[config.mk]
export PLATFORM = sky130hd
export DESIGN_NAME = cmi_core
export DESIGN_NICKNAME = d
export VERILOG_FILES = /design/src/cmi_pkg.sv /design/src/cmi_adder.sv /design/src/cmi_core.sv
export VERILOG_INCLUDE_DIRS = /design/src
export SDC_FILE = /design/constraint.sdc
export NUM_CORES = 1
export LEC_CHECK = 0
export BUFFER_PORTS_ARGS = -buffer_cell sky130_fd_sc_hd__buf_2
export CAP_MARGIN = 40
export CORE_ASPECT_RATIO = 0.75
export CORE_MARGIN = 1.5
export CORE_UTILIZATION = 30
export CTS_CLUSTER_DIAMETER = 80
export DETAILED_ROUTE_END_ITERATION = 8
export SLEW_MARGIN = 20
export SYNTH_ARGS = -nofsm -noshare
export SYNTH_HDL_FRONTEND = slang
export SYNTH_SLANG_ARGS = --single-unit
[constraint.sdc]
create_clock -name clk_sys -period 4.4 [get_ports clk_sys]
set_input_delay 0.44 -clock clk_sys [delete_from_list [all_inputs] [get_ports clk_sys]]
set_output_delay 0.44 -clock clk_sys [all_outputs]
set_load 0.02 [all_outputs]
[src/cmi_map.svh]
// offsets, field positions, opcodes and reset values of the sequencer
`ifndef CMI_MAP_SVH
`define CMI_MAP_SVH
// apb register byte offsets
`define CMI_OFF_CTRL    12'h000
`define CMI_OFF_SWITCH  12'h004
`define CMI_OFF_STATUS  12'h008
`define CMI_OFF_AC      12'h00C
`define CMI_OFF_PC      12'h010
// control register fields
`define CMI_CTL_RUN     0
`define CMI_CTL_CEXEC   1
`define CMI_CTL_MSEL    2
`define CMI_CTL_PRESET  3
// reset values
`define CMI_WORD_RST    12'h000
`define CMI_PRD_RST     32'h0000_0000
// opcodes, instruction bits 00-02
`define CMI_OP_AND      3'h0
`define CMI_OP_ADD      3'h1
`define CMI_OP_INCSKIP  3'h2
`define CMI_OP_DEPOSIT  3'h3
`define CMI_OP_CALL     3'h4
`define CMI_OP_JUMP     3'h5
`define CMI_OP_IO       3'h6
`define CMI_OP_OPERATE  3'h7
// word bit positions as vector indices, bit 0 is the lsb (bit 11 in the msb-first numbering)
`define CMI_B_IND       8
`define CMI_B_PAGE      7
`define CMI_B_CLRAC     7
`define CMI_B_CLL       6
`define CMI_B_CMPAC     5
`define CMI_B_CML       4
`define CMI_B_HLT       1
`define CMI_B_INCAC     0
// auto-index window
`define CMI_AUTO_LO     12'h008
`define CMI_AUTO_HI     12'h00F
`endif

[src/cmi_pkg.sv]
// types of the classic mode sequencer
package cmi_pkg;
  typedef enum logic [2:0] {
    MAJ_FETCH = 3'b001,
    MAJ_DEFER = 3'b010,
    MAJ_EXEC  = 3'b100
  } cmi_maj_t;
  typedef enum logic [4:0] {
    TS_1 = 5'b00001,
    TS_2 = 5'b00010,
    TS_3 = 5'b00100,
    TS_4 = 5'b01000,
    TS_5 = 5'b10000
  } cmi_ts_t;
endpackage

[src/cmi_adder.sv]
// twelve bit adder with carry insert into bit 11
`timescale 1ns/1ps
module cmi_adder (
  // operands
  input  wire logic [11:0] add_a,
  input  wire logic [11:0] add_b,
  input  wire logic        carry_in,
  // result
  output logic      [11:0] add_sum,
  output logic             carry_out
);
  // carry out of bit 00 is the thirteenth bit
  assign {carry_out, add_sum} = {1'b0, add_a} + {1'b0, add_b}
                              + {12'h000, carry_in};
endmodule // cmi_adder

[src/cmi_core.sv]
// classic mode fetch, defer and execute sequencer with apb control
//
// Functional notes
// - power clear forces classic mode
// - preset with classic selected leaves alternate mode
// - console execute loads switches, pc holds
// - fetch advances pc at pulse two, clears ir
// - pulse three clears skip, halt; loads buffer, ir
// - t4 decodes class, qualified by mode
// - bit 03 selects defer, else execute, except a direct jump
// - page zero address from bits 5-11
// - bit 04 set selects current page
// - pointers 0010-0017 auto-increment on read
// - defer jump loads pc, else execute
// - direct execute forms address like defer
// - execute after defer loads buffer into ma
// - execute t2 reads operand, t3 loads it into buffer
// - and via complement, or, complement
// - add sums into ac and link
// - increment-skip adds one, carry sets skip
// - set skip increments next fetch address
// - deposit stores ac then clears it
// - subroutine jump stores pc, jumps past
// - operate completes within one cycle
// - operate decode; bit 03 zero class one
// - clear plus complement gives all ones
// - increment bit inserts carry at pulse four
//
// Added by the designer: the APB register port and the register addresses.
`timescale 1ns/1ps
`include "cmi_map.svh"
module cmi_core (
  // clock and reset
  input  wire logic        clk_sys,
  input  wire logic        rst_n,
  // apb slave
  input  wire logic        psel,
  input  wire logic        penable,
  input  wire logic        pwrite,
  input  wire logic [11:0] paddr,
  input  wire logic [31:0] pwdata,
  output logic      [31:0] prdata,
  output logic             pready,
  output logic             pslverr,
  // core memory, same clock domain
  output logic      [11:0] mem_addr,
  output logic      [11:0] mem_wdata,
  output logic             mem_rd,
  output logic             mem_wr,
  input  wire logic [11:0] mem_rdata,
  input  wire logic        mem_ack,
  // status
  output logic             classic_mode,
  output logic             running
);
  // operand address on current page or page zero
  function automatic logic [11:0] page_addr(input logic [11:0] cur,
                                            input logic        pg,
                                            input logic [6:0]  lo);
    page_addr = pg ? {cur[11:7], lo} : {5'h00, lo};
  endfunction

  // memory reference decode, gated by the mode flip-flop
  function automatic logic is_memref(input logic md, input logic [2:0] op);
    is_memref = md & (op < `CMI_OP_IO);
  endfunction

  cmi_pkg::cmi_maj_t maj_reg, maj_next;
  cmi_pkg::cmi_ts_t  ts_reg, ts_next;
  logic [11:0] pc_reg, pc_next, ma_reg, ma_next, buf_reg, buf_next;
  logic [11:0] ac_reg, ac_next, rdat_reg, rdat_next;
  logic [4:0]  ir_reg, ir_next;
  logic        link_reg, link_next, skip_reg, skip_next;
  logic        halt_reg, halt_next, mode_reg, mode_next;
  logic        cexec_reg, cexec_next, run_reg, run_next;
  logic        fromdef_reg, fromdef_next;
  logic [11:0] switch_reg, switch_next;
  logic        msel_reg, msel_next;
  logic [31:0] prd_reg, prd_next;
  logic [11:0] add_a, add_b, add_sum, opv;
  logic        add_ci, add_co, lnk1;
  logic        apb_wr, hit, ctl_wr, pc_wr, switch_wr;
  logic        rd_need, wr_need, adv, auto_hit;
  logic        memref, operate, jump, cls1;
  logic [2:0]  op;

  // instruction decode during the cycle
  assign op   = ir_reg[4:2];
  assign memref  = is_memref(mode_reg, op);
  assign operate = mode_reg & (op == `CMI_OP_OPERATE);
  assign jump    = memref & (op == `CMI_OP_JUMP);
  assign cls1    = operate & ~ir_reg[1];
  assign auto_hit = (ma_reg >= `CMI_AUTO_LO) & (ma_reg <= `CMI_AUTO_HI);

  // memory traffic; a console fetch takes the switches, not memory
  assign rd_need = (maj_reg != cmi_pkg::MAJ_FETCH) | ~cexec_reg;
  assign wr_need = ((maj_reg == cmi_pkg::MAJ_DEFER) & auto_hit)
                 | ((maj_reg == cmi_pkg::MAJ_EXEC)
                    & ((op == `CMI_OP_INCSKIP) | (op == `CMI_OP_DEPOSIT)
                       | (op == `CMI_OP_CALL)));
  assign mem_addr  = ma_reg;
  assign mem_wdata = buf_reg;
  assign mem_rd = run_reg & (ts_reg == cmi_pkg::TS_2) & rd_need;
  assign mem_wr = run_reg & (ts_reg == cmi_pkg::TS_5) & wr_need;

  // while running, a time state ends each clock except while memory is busy
  always_comb begin
    adv = run_reg;
    if (ts_reg == cmi_pkg::TS_2 && rd_need)
      adv = run_reg & mem_ack;
    if (ts_reg == cmi_pkg::TS_5 && wr_need)
      adv = run_reg & mem_ack;
  end

  // operate class one: clear then complement, so both give ones
  always_comb begin
    opv  = buf_reg[`CMI_B_CLRAC] ? 12'h000 : ac_reg;
    opv  = buf_reg[`CMI_B_CMPAC] ? ~opv : opv;
    lnk1 = buf_reg[`CMI_B_CLL] ? 1'b0 : link_reg;
    lnk1 = buf_reg[`CMI_B_CML] ? ~lnk1 : lnk1;
  end

  // one shared adder; the operand mux follows the time state
  always_comb begin
    add_a  = ma_reg;
    add_b  = 12'h000;
    add_ci = 1'b0;
    case (ts_reg)
      cmi_pkg::TS_1: begin
        add_a  = pc_reg;
        add_ci = skip_reg;
      end
      cmi_pkg::TS_2: add_ci = 1'b1;
      cmi_pkg::TS_3: begin
        add_a  = rdat_reg;
        add_ci = (maj_reg == cmi_pkg::MAJ_DEFER) ? auto_hit : 1'b1;
      end
      cmi_pkg::TS_4: begin
        if (maj_reg == cmi_pkg::MAJ_FETCH) begin
          add_a  = opv;
          add_ci = buf_reg[`CMI_B_INCAC];
        end else if (op == `CMI_OP_ADD) begin
          add_a = ac_reg;
          add_b = buf_reg;
        end else begin
          add_ci = 1'b1;
        end
      end
      default: add_ci = 1'b0;
    endcase
  end

  cmi_adder u_adder (
    .add_a     (add_a),
    .add_b     (add_b),
    .carry_in  (add_ci),
    .add_sum   (add_sum),
    .carry_out (add_co)
  );

  // apb decode; zero wait states, unmapped access errors
  assign pready = 1'b1;
  assign hit = (paddr == `CMI_OFF_CTRL) | (paddr == `CMI_OFF_SWITCH)
             | (paddr == `CMI_OFF_STATUS) | (paddr == `CMI_OFF_AC)
             | (paddr == `CMI_OFF_PC);
  assign pslverr = psel & penable & ~hit;
  assign apb_wr  = psel & penable & pwrite;
  assign ctl_wr  = apb_wr & (paddr == `CMI_OFF_CTRL);
  assign switch_wr = apb_wr & (paddr == `CMI_OFF_SWITCH);
  // pc is only loadable while stopped, else a running fetch races it
  assign pc_wr   = apb_wr & (paddr == `CMI_OFF_PC) & ~run_reg;
  assign prdata  = prd_reg;

  // apb state: switches, mode selector and read data
  always_comb begin
    switch_next = switch_reg;
    msel_next = msel_reg;
    prd_next  = prd_reg;
    if (switch_wr)
      switch_next = pwdata[11:0];
    if (ctl_wr)
      msel_next = pwdata[`CMI_CTL_MSEL];
    if (psel && !penable) begin
      case (paddr)
        `CMI_OFF_CTRL:   prd_next = {29'h0, msel_reg, cexec_reg, run_reg};
        `CMI_OFF_SWITCH: prd_next = {20'h0, switch_reg};
        `CMI_OFF_STATUS: prd_next = {20'h0, mode_reg, link_reg, skip_reg,
                                     halt_reg, ts_reg, maj_reg};
        `CMI_OFF_AC:     prd_next = {20'h0, ac_reg};
        `CMI_OFF_PC:     prd_next = {20'h0, pc_reg};
        default:         prd_next = `CMI_PRD_RST;
      endcase
    end
  end

  always_ff @(posedge clk_sys) begin
    if (!rst_n) begin
      switch_reg <= `CMI_WORD_RST;
      msel_reg <= 1'b1;
      prd_reg  <= `CMI_PRD_RST;
    end else begin
      switch_reg <= switch_next;
      msel_reg <= msel_next;
      prd_reg  <= prd_next;
    end
  end

  // processor state: major state, time state and registers
  always_comb begin
    maj_next = maj_reg;
    ts_next  = ts_reg;
    pc_next  = pc_reg;
    ma_next  = ma_reg;
    buf_next = buf_reg;
    ac_next  = ac_reg;
    ir_next  = ir_reg;
    rdat_next = rdat_reg;
    link_next = link_reg;
    skip_next = skip_reg;
    halt_next = halt_reg;
    mode_next = mode_reg;
    cexec_next = cexec_reg;
    run_next  = run_reg;
    fromdef_next = fromdef_reg;
    if (pc_wr)
      pc_next = pwdata[11:0];
    if (ctl_wr) begin
      run_next = pwdata[`CMI_CTL_RUN];
      if (pwdata[`CMI_CTL_PRESET])
        mode_next = pwdata[`CMI_CTL_MSEL];
    end
    if (adv) begin
      case (ts_reg)
        cmi_pkg::TS_1: begin
          ts_next = cmi_pkg::TS_2;
          case (maj_reg)
            cmi_pkg::MAJ_FETCH: ma_next = add_sum;
            cmi_pkg::MAJ_DEFER:
              ma_next = page_addr(ma_reg, buf_reg[`CMI_B_PAGE],
                                  buf_reg[6:0]);
            cmi_pkg::MAJ_EXEC:
              ma_next = fromdef_reg ? buf_reg
                      : page_addr(ma_reg, ir_reg[0], buf_reg[6:0]);
            default: ma_next = ma_reg;
          endcase
        end
        cmi_pkg::TS_2: begin
          ts_next = cmi_pkg::TS_3;
          if (rd_need)
            rdat_next = mem_rdata;
          if (maj_reg == cmi_pkg::MAJ_FETCH && !cexec_reg) begin
            pc_next = add_sum;
            ir_next = 5'h00;
          end
        end
        cmi_pkg::TS_3: begin
          ts_next = cmi_pkg::TS_4;
          case (maj_reg)
            cmi_pkg::MAJ_FETCH: begin
              skip_next = 1'b0;
              halt_next = 1'b0;
              buf_next = cexec_reg ? switch_reg : rdat_reg;
              ir_next = cexec_reg ? switch_reg[11:7] : rdat_reg[11:7];
            end
            cmi_pkg::MAJ_DEFER: buf_next = add_sum;
            cmi_pkg::MAJ_EXEC: begin
              case (op)
                `CMI_OP_INCSKIP: begin
                  buf_next = add_sum;
                  skip_next = add_co;
                end
                `CMI_OP_DEPOSIT: buf_next = ac_reg;
                `CMI_OP_CALL:    buf_next = pc_reg;
                default:         buf_next = rdat_reg;
              endcase
            end
            default: buf_next = buf_reg;
          endcase
        end
        cmi_pkg::TS_4: begin
          ts_next = cmi_pkg::TS_5;
          case (maj_reg)
            cmi_pkg::MAJ_FETCH: begin
              if (cls1) begin
                ac_next   = add_sum;
                link_next = lnk1 ^ add_co;
              end else if (operate && buf_reg[`CMI_B_HLT]) begin
                halt_next = 1'b1;
              end
              if (jump && !ir_reg[1])
                pc_next = page_addr(ma_reg, ir_reg[0], buf_reg[6:0]);
            end
            cmi_pkg::MAJ_DEFER:
              if (jump)
                pc_next = buf_reg;
            cmi_pkg::MAJ_EXEC: begin
              case (op)
                `CMI_OP_AND: ac_next = ~ac_reg | ~buf_reg;
                `CMI_OP_ADD: begin
                  ac_next   = add_sum;
                  link_next = link_reg ^ add_co;
                end
                `CMI_OP_DEPOSIT: ac_next = 12'h000;
                `CMI_OP_CALL:    pc_next = add_sum;
                default:     ac_next = ac_reg;
              endcase
            end
            default: ac_next = ac_reg;
          endcase
        end
        cmi_pkg::TS_5: begin
          ts_next = cmi_pkg::TS_1;
          fromdef_next = (maj_reg == cmi_pkg::MAJ_DEFER);
          if (halt_reg)
            run_next = 1'b0;
          case (maj_reg)
            cmi_pkg::MAJ_FETCH: begin
              cexec_next = 1'b0;
              if (memref && ir_reg[1])
                maj_next = cmi_pkg::MAJ_DEFER;
              else if (memref && !jump)
                maj_next = cmi_pkg::MAJ_EXEC;
            end
            cmi_pkg::MAJ_DEFER:
              maj_next = jump ? cmi_pkg::MAJ_FETCH
                             : cmi_pkg::MAJ_EXEC;
            cmi_pkg::MAJ_EXEC: begin
              maj_next = cmi_pkg::MAJ_FETCH;
              if (op == `CMI_OP_AND)
                ac_next = ~ac_reg;
            end
            default: maj_next = cmi_pkg::MAJ_FETCH;
          endcase
        end
        default: ts_next = cmi_pkg::TS_1;
      endcase
    end
    // a console request landing on its own clear is kept
    if (ctl_wr && pwdata[`CMI_CTL_CEXEC])
      cexec_next = 1'b1;
  end

  always_ff @(posedge clk_sys) begin
    if (!rst_n) begin
      maj_reg  <= cmi_pkg::MAJ_FETCH;
      ts_reg   <= cmi_pkg::TS_1;
      pc_reg   <= `CMI_WORD_RST;
      ma_reg   <= `CMI_WORD_RST;
      buf_reg  <= `CMI_WORD_RST;
      ac_reg   <= `CMI_WORD_RST;
      rdat_reg <= `CMI_WORD_RST;
      ir_reg   <= 5'h00;
      link_reg <= 1'b0;
      skip_reg <= 1'b0;
      halt_reg <= 1'b0;
      mode_reg <= 1'b1;
      cexec_reg <= 1'b0;
      run_reg  <= 1'b0;
      fromdef_reg <= 1'b0;
    end else begin
      maj_reg  <= maj_next;
      ts_reg   <= ts_next;
      pc_reg   <= pc_next;
      ma_reg   <= ma_next;
      buf_reg  <= buf_next;
      ac_reg   <= ac_next;
      rdat_reg <= rdat_next;
      ir_reg   <= ir_next;
      link_reg <= link_next;
      skip_reg <= skip_next;
      halt_reg <= halt_next;
      mode_reg <= mode_next;
      cexec_reg <= cexec_next;
      run_reg  <= run_next;
      fromdef_reg <= fromdef_next;
    end
  end

  assign classic_mode = mode_reg;
  assign running      = run_reg;
endmodule // cmi_core

-- Word level (Yosys, flattened, before mapping)
Cells that the tools add are included.
W data, S select, Z words.
- bits of input ports: 62
- register bits: 125
- logic and storage cells: 196
- output and inout bits: 62
- order comparisons: 3
- eq/ne operators: 34
- bitwise logic cells: 38
- reduce and logical (&&, ||, !) cells: 36
- add/subtract/negate cells: 2
- mux-type cells: 64
- operators with widths (cell ; number):
    $mux W12 ; 20
    $pmux W12 S3 ; 6
    $pmux W12 S2 ; 3
    $pmux W12 S5 ; 1
    $not A12 Y12 ; 3
    $eq A12 B4 Y1 const B ; 2
    $mux W1 ; 21
    $pmux W5 S4 ; 1
    $and A1 B1 Y1 ; 19
    $mux W5 ; 3
    $reduce_and A3 Y1 ; 5
    $ne A2 B2 Y1 const B ; 7
    $reduce_bool A2 Y1 ; 7
    $add A12 B12 Y13 ; 1
    $add A13 B1 Y13 ; 1
    $eq A12 B3 Y1 const B ; 1
    $eq A12 B5 Y1 const B ; 1
    $eq A3 B3 Y1 const B ; 4
    $ge A12 B4 Y1 const B ; 1
    $le A12 B4 Y1 const B ; 1
    $logic_not A12 Y1 ; 1
    $or A12 B12 Y12 ; 1
    $reduce_and A4 Y1 ; 3
    $pmux W5 S2 ; 1
    27 further kinds ; 63

-- Depth between registers and ports, before layout
- depth after elaboration: 11
- gate-level depth with buffers: 19
- gate-level depth less buffers: 16

-- By module
A second synthesis with hierarchy kept.
- cell total of the unflattened synthesis: 1016
- area, all modules: 7771.2 um^2
- modules (own cells, without submodules) (module ; area an instance (um^2) ; times used ; cells an instance):
    cmi_core ; 7121.8 ; 1 ; 934
    cmi_adder ; 649.4 ; 1 ; 82

-- Worst setup path before layout
Ideal clock, no wire load.
- path type: register to register
- start point: register ts_reg[0]
- end point: register pc_reg[10]
- cell stages (with the launch flop): 17
- arrival time: 4.336 ns
- slack: -0.063 ns
- buffers on the path: 3
- setup time: 0.127 ns
- data required time: 4.273 ns
- cell sequence: dfxtp_1 > buf_2 > or3_1 > nor3b_1 > or3_1 > clkbuf_1 > clkbuf_1 > a21oi_1 > fa_1 > fa_1 > a211oi_1 > o21ai_0 > o31ai_1 > o21ai_0 > xor2_1 > a221oi_1 > o21ai_0
- word-level cells in the longest chain between the ends: 8
- elaborated cells on any way between the ends: 19
- ends and longest elaborated chain (element ; line ; text):
    start, declared ; cmi_core.sv:69 ; cmi_pkg::cmi_ts_t ts_reg, ts_next;
    start signal, assigned ; cmi_core.sv:346 ; ts_reg <= cmi_pkg::TS_1;
    start signal, assigned ; cmi_core.sv:362 ; ts_reg <= ts_next;
    $eq A5 B4 Y1 (tied with other cells) ; cmi_core.sv:128, cmi_core.sv:233 ;
    $pmux W12 S3 or $mux W12 (tied branches) ; cmi_core.sv:128 ; case (ts_reg)
    $add A12 B12 Y13 ; cmi_adder.sv:13 ; assign {carry_out, add_sum} = {1'b0, add_a} + {1'b0, add_b}
    $add A13 B1 Y13 ; cmi_adder.sv:14 ; + {12'h000, carry_in};
    $mux W12 ; cmi_core.sv:297 ; case (op)
    $pmux W12 S3 ; cmi_core.sv:282 ; case (maj_reg)
    $pmux W12 S2 ; cmi_core.sv:233 ; case (ts_reg)
    $mux W12 * ; cmi_core.sv:232 ; if (adv) begin
    end signal, assigned ; cmi_core.sv:347 ; pc_reg <= `CMI_WORD_RST;
    end signal, assigned ; cmi_core.sv:363 ; pc_reg <= pc_next;
    end, declared ; cmi_core.sv:70 ; logic [11:0] pc_reg, pc_next, ma_reg, ma_next, buf_reg, buf_next;
Mark *: on every way between the ends. The rest lies on a longest branch, timed or not.
A chain may end at the register's enable or synchronous reset.

-- Worst setup path after layout
- start point: register maj_reg[2]
- end point: register ac_reg[9]
- word-level cells in the longest chain between the ends: 8
- elaborated cells on any way between the ends: 30
- ends and longest elaborated chain (element ; line ; text):
    start, declared ; cmi_core.sv:68 ; cmi_pkg::cmi_maj_t maj_reg, maj_next;
    start signal, assigned ; cmi_core.sv:345 ; maj_reg <= cmi_pkg::MAJ_FETCH;
    start signal, assigned ; cmi_core.sv:361 ; maj_reg <= maj_next;
    $eq A3 B1 Y1 ; cmi_core.sv:139, cmi_core.sv:282 ;
    $mux W12 ; cmi_core.sv:139 ; if (maj_reg == cmi_pkg::MAJ_FETCH) begin
    $pmux W12 S3 or $mux W12 (tied branches) ; cmi_core.sv:128 ;
    $add A12 B12 Y13 ; cmi_adder.sv:13 ;
    $add A13 B1 Y13 ; cmi_adder.sv:14 ;
    $pmux W12 S3 or $mux W12 (tied branches) ; cmi_core.sv:297, cmi_core.sv:284 ;
    $pmux W12 S2 ; cmi_core.sv:282 ;
    $pmux W12 S2 ; cmi_core.sv:233 ;
    end signal, assigned ; cmi_core.sv:350 ; ac_reg <= `CMI_WORD_RST;
    end signal, assigned ; cmi_core.sv:366 ; ac_reg <= ac_next;
    end, declared ; cmi_core.sv:71 ; logic [11:0] ac_reg, ac_next, rdat_reg, rdat_next;
Parallel ways exist; a longest one is shown, timed or not. The select of a mux whose other input is x is not followed.

==> metrics.md <==
| Metric | Value |
|---|---|
| GRT Total Usage | 0.235 |
| Synth Register Bits | 105 |
| Final hold slack | 0.302 ns |
| Final WL | 30700 µm |
| Average wire per standard cell | 22.2 µm |
| CP Capture Type | register |
| Final Hold Viols | 0 |
| Clock root buffer | clkbuf_16 |
| Crit. Startpoint | maj_reg[2] |
| Sum of negative setup slack | 0 ns |
| Worst-margin pin slew | 0.922 ns |
| Dpl cells | 1365 |
| Clock Tree Buf Depth | 2 |
| Buf+Inv Stages, Crit Path | 2 |
| P_leak | 0.00332 µW |
| FILL cells | 2650 |
| Final HPWL from detailed placement | 23200 µm |
| Clk_lat worst skew | 0.37 ns |
| First-pass GRT wire length | 45900 µm |
| Post-CTS Hold Buffers | 0 |
| HP Start | mem_rdata[9] |
| Vias in the first global route | 7402 |
| Core Footprint | 0.0248 mm² |
| Wire length on met2 | 12700 µm |
| Row cnt | 50 |
| CP Cell Sequence | or3b_2, buf_4, a21oi_1, buf_4, nor2_1, nor3_1, a221oi_1, a21oi_2, ha_1, a211oi_2, o21ai_1, and2_1, a211o_1, a32o_1, a2111oi_1, a311o_1 |
| Layout Nets | 1115 |
| Worst rel slew slack | 0.385 |
| Total CTS buffers | 9 |
| I/O Pins | 124 |
| Min cycle time layout | 4.13 ns |
| Most frequent CP cell | buf_4 |
| Max stage delay on crit path | 0.53 ns |
| Status | finished, final reports clean |
| Synthesized area per cell | 7.74 µm² |
| Layout cells sized above 1 | 0.193 |
| RSZ-0062 raised after global routing | no |
| Number of synthesized flops with an enable pin | 0 |
| Die area | 0.0261 mm² |
| Worst EP required | 4.71 ns |
| Worst Setup Start Kind | register |
| DR DRC count | 0 |
| Max-cap violations | 0 |
| Antenna-violating nets left | 0 |
| Setup Skew | 0.00940 ns |
| Clock-pin transition on the worst setup and hold timing paths | 0.08 ns |
| Maximum VDD drop | 0.176 mV |
| DR iter-0 viols | 1207 |
| Antenna violations before repair | 0 |
| FF/Latch Area | 0.00210 mm² |
| Cells after synthesis | 974 |
| Starting Density | 0.303 |
| Crit path arrival time | 4.44 ns |
| Crit Path Category | reg -> reg |
| PD cells | 212 mW/mm² |
| # port buffers | 82 |
| Top_reg_cell synth | dfxtp_1 |
| Cell variety after synth | 80 |
| Origin of the critical flop-to-flop path | maj_reg[2] |
| FMAX | 0.242 GHz |
| Register area share after synthesis | 0.279 |
| Pin count of the biggest net entering global routing | 37 |
| DR top layer | met4 |
| Slowest cell on crit path | or3b_2 |
| H-tree lvl count | 3 |
| Vias per Instance | 5.89 |
| Area of the multi-input gates | 0.00503 mm² |
| Worst Path Max Fanout | 11 |
| Async S/R FF share, synth | 0 |
| Diode count | 0 |
| Met3 wire length | 3790 µm |
| Final std cells w/o fill | 1383 |
| Final max-slew violation count | 0 |
| Die Width | 186 µm |
| Sink Count | 105 |
| Crit-path leading delay family | compound AO/OA/AOI/OAI gates |
| TritonRoute pass-1 iters | 7 |
| CTS tree | done |
| Gpl congestion | 0.947 |
| Setup violators final | 0 |
| Routed vias | 8141 |
| Met1 WL | 13700 µm |
| Min-Delay Path Class | in -> reg |
| Syn. warnings | 0 |
| Global route total overflow | 0 |
| Tcrit/Tclk final | 0.938 |
| Die height | 140 µm |
| Synthesized cell area | 0.00753 mm² |
| P&R area growth vs syn | 15.7% |
layout by cell type (no fill, tap or decap), types with 15 or more instances in the layout:
cell type | Yosys | layout
a221oi_1 | 24 | 23
mux2i_1 | 66 | 66
nor3_1 | 23 | 23
o21ai_0 | 50 | 46
a21oi_1 | 91 | 90
nand2_1 | 96 | 96
o22ai_1 | 20 | 20
buf_4 | 23 | 49
buf_2 | 16 | 82
conb_1 | 2 | 21
nor2_1 | 133 | 133
and2_1 | 16 | 16
a22oi_1 | 15 | 15
dfxtp_1 | 105 | 105
area by class of cell:
cell class,count,share of cell area
multi-input combinational,783,0.577
sequential,105,0.241
clock buffer,9,0.0258
clock inverter,7,0.00689
inverter,5,0.00215
timing repair buffer,136,0.0986
tap,338,0.0485
tightest hold or removal path: stages:
cell	delay [ns]
buf_2	0.07
mux2i_1	0.05
nor2_1	0.07
power by group:
part | switching (µW) | internal, µW | total, µW
clock | 413 | 397 | 809
sequential | 0.774 | 951 | 951
combinational | 62.2 | 25.3 | 87.5
total | 476 | 1370 | 1850
synth_stat cells, types with 7 or more instances:
cell        n  share of area
o21ai_0    50          0.033
and3_1      8         0.0066
nand3_1    10         0.0066
o221ai_1   13          0.015
a22oi_1    15          0.015
and2_1     16          0.013
a21oi_1    91          0.060
ha_1       11          0.018
nand2b_1    7         0.0058
a221o_1     7         0.0093
nand2_1    96          0.048
dfxtp_1   105           0.28
a221oi_1   24          0.028
buf_4      23          0.023
o22ai_1    20          0.017
nor2_1    133          0.066
mux2i_1    66          0.088
clkbuf_1   57          0.028
buf_2      16          0.011
a211oi_1    7         0.0070
nor3_1     23          0.015
o22a_1      7         0.0081
nor3b_1     7         0.0070
nor2b_1    11         0.0091
nand4_1     8         0.0066
mux2_2      7          0.010
logic make-up (layout without fill, tap and decap cells):
group,after synthesis,count (layout),share of synthesized area
mux,73,73,0.0981
xor+xnor,11,11,0.0128
fa+ha+maj,13,13,0.0236
buf+inv,105,157,0.0684
compound gates,307,307,0.284
flops,105,105,0.279
other cells,2,21,0.000997
simple gates,358,358,0.233
timing repair:
action | 4_1_cts | 5_1_grt
setup endpoints to repair | 0 | 10
resized for setup | 0 | 11
setup buffers | 0 | 1
worst paths after layout:
path,slack [ns],depth (start not counted),end
max,0.27,16,ac_reg[9]
min,0.30,3,rdat_reg[9]
max reg2reg,0.27,16,ac_reg[9]
min reg2reg,0.48,2,msel_reg
layer usage:
| metal | track usage | vias up |
|---|---|---|
| li1 | - | 3700 |
| met1 | 0.346 | 3879 |
| met2 | 0.329 | 512 |
| met3 | 0.0702 | 50 |
| met4 | 0.0615 | 0 |
| met5 | 0 | - |
stage by stage:
step	power, µW	util	setup slack (ns)	area, µm²
2_1_floorplan	1040	-	0.0271	7610
3_3_place_gp	1060	0.336	0.180	8330
3_5_place_dp	1060	0.337	0.0595	8380
4_1_cts	1860	0.349	0.0412	8660
5_1_grt	1910	0.351	0.0190	8720
6_report	1850	0.351	0.272	8720
Power figures use the tool's default switching activity.
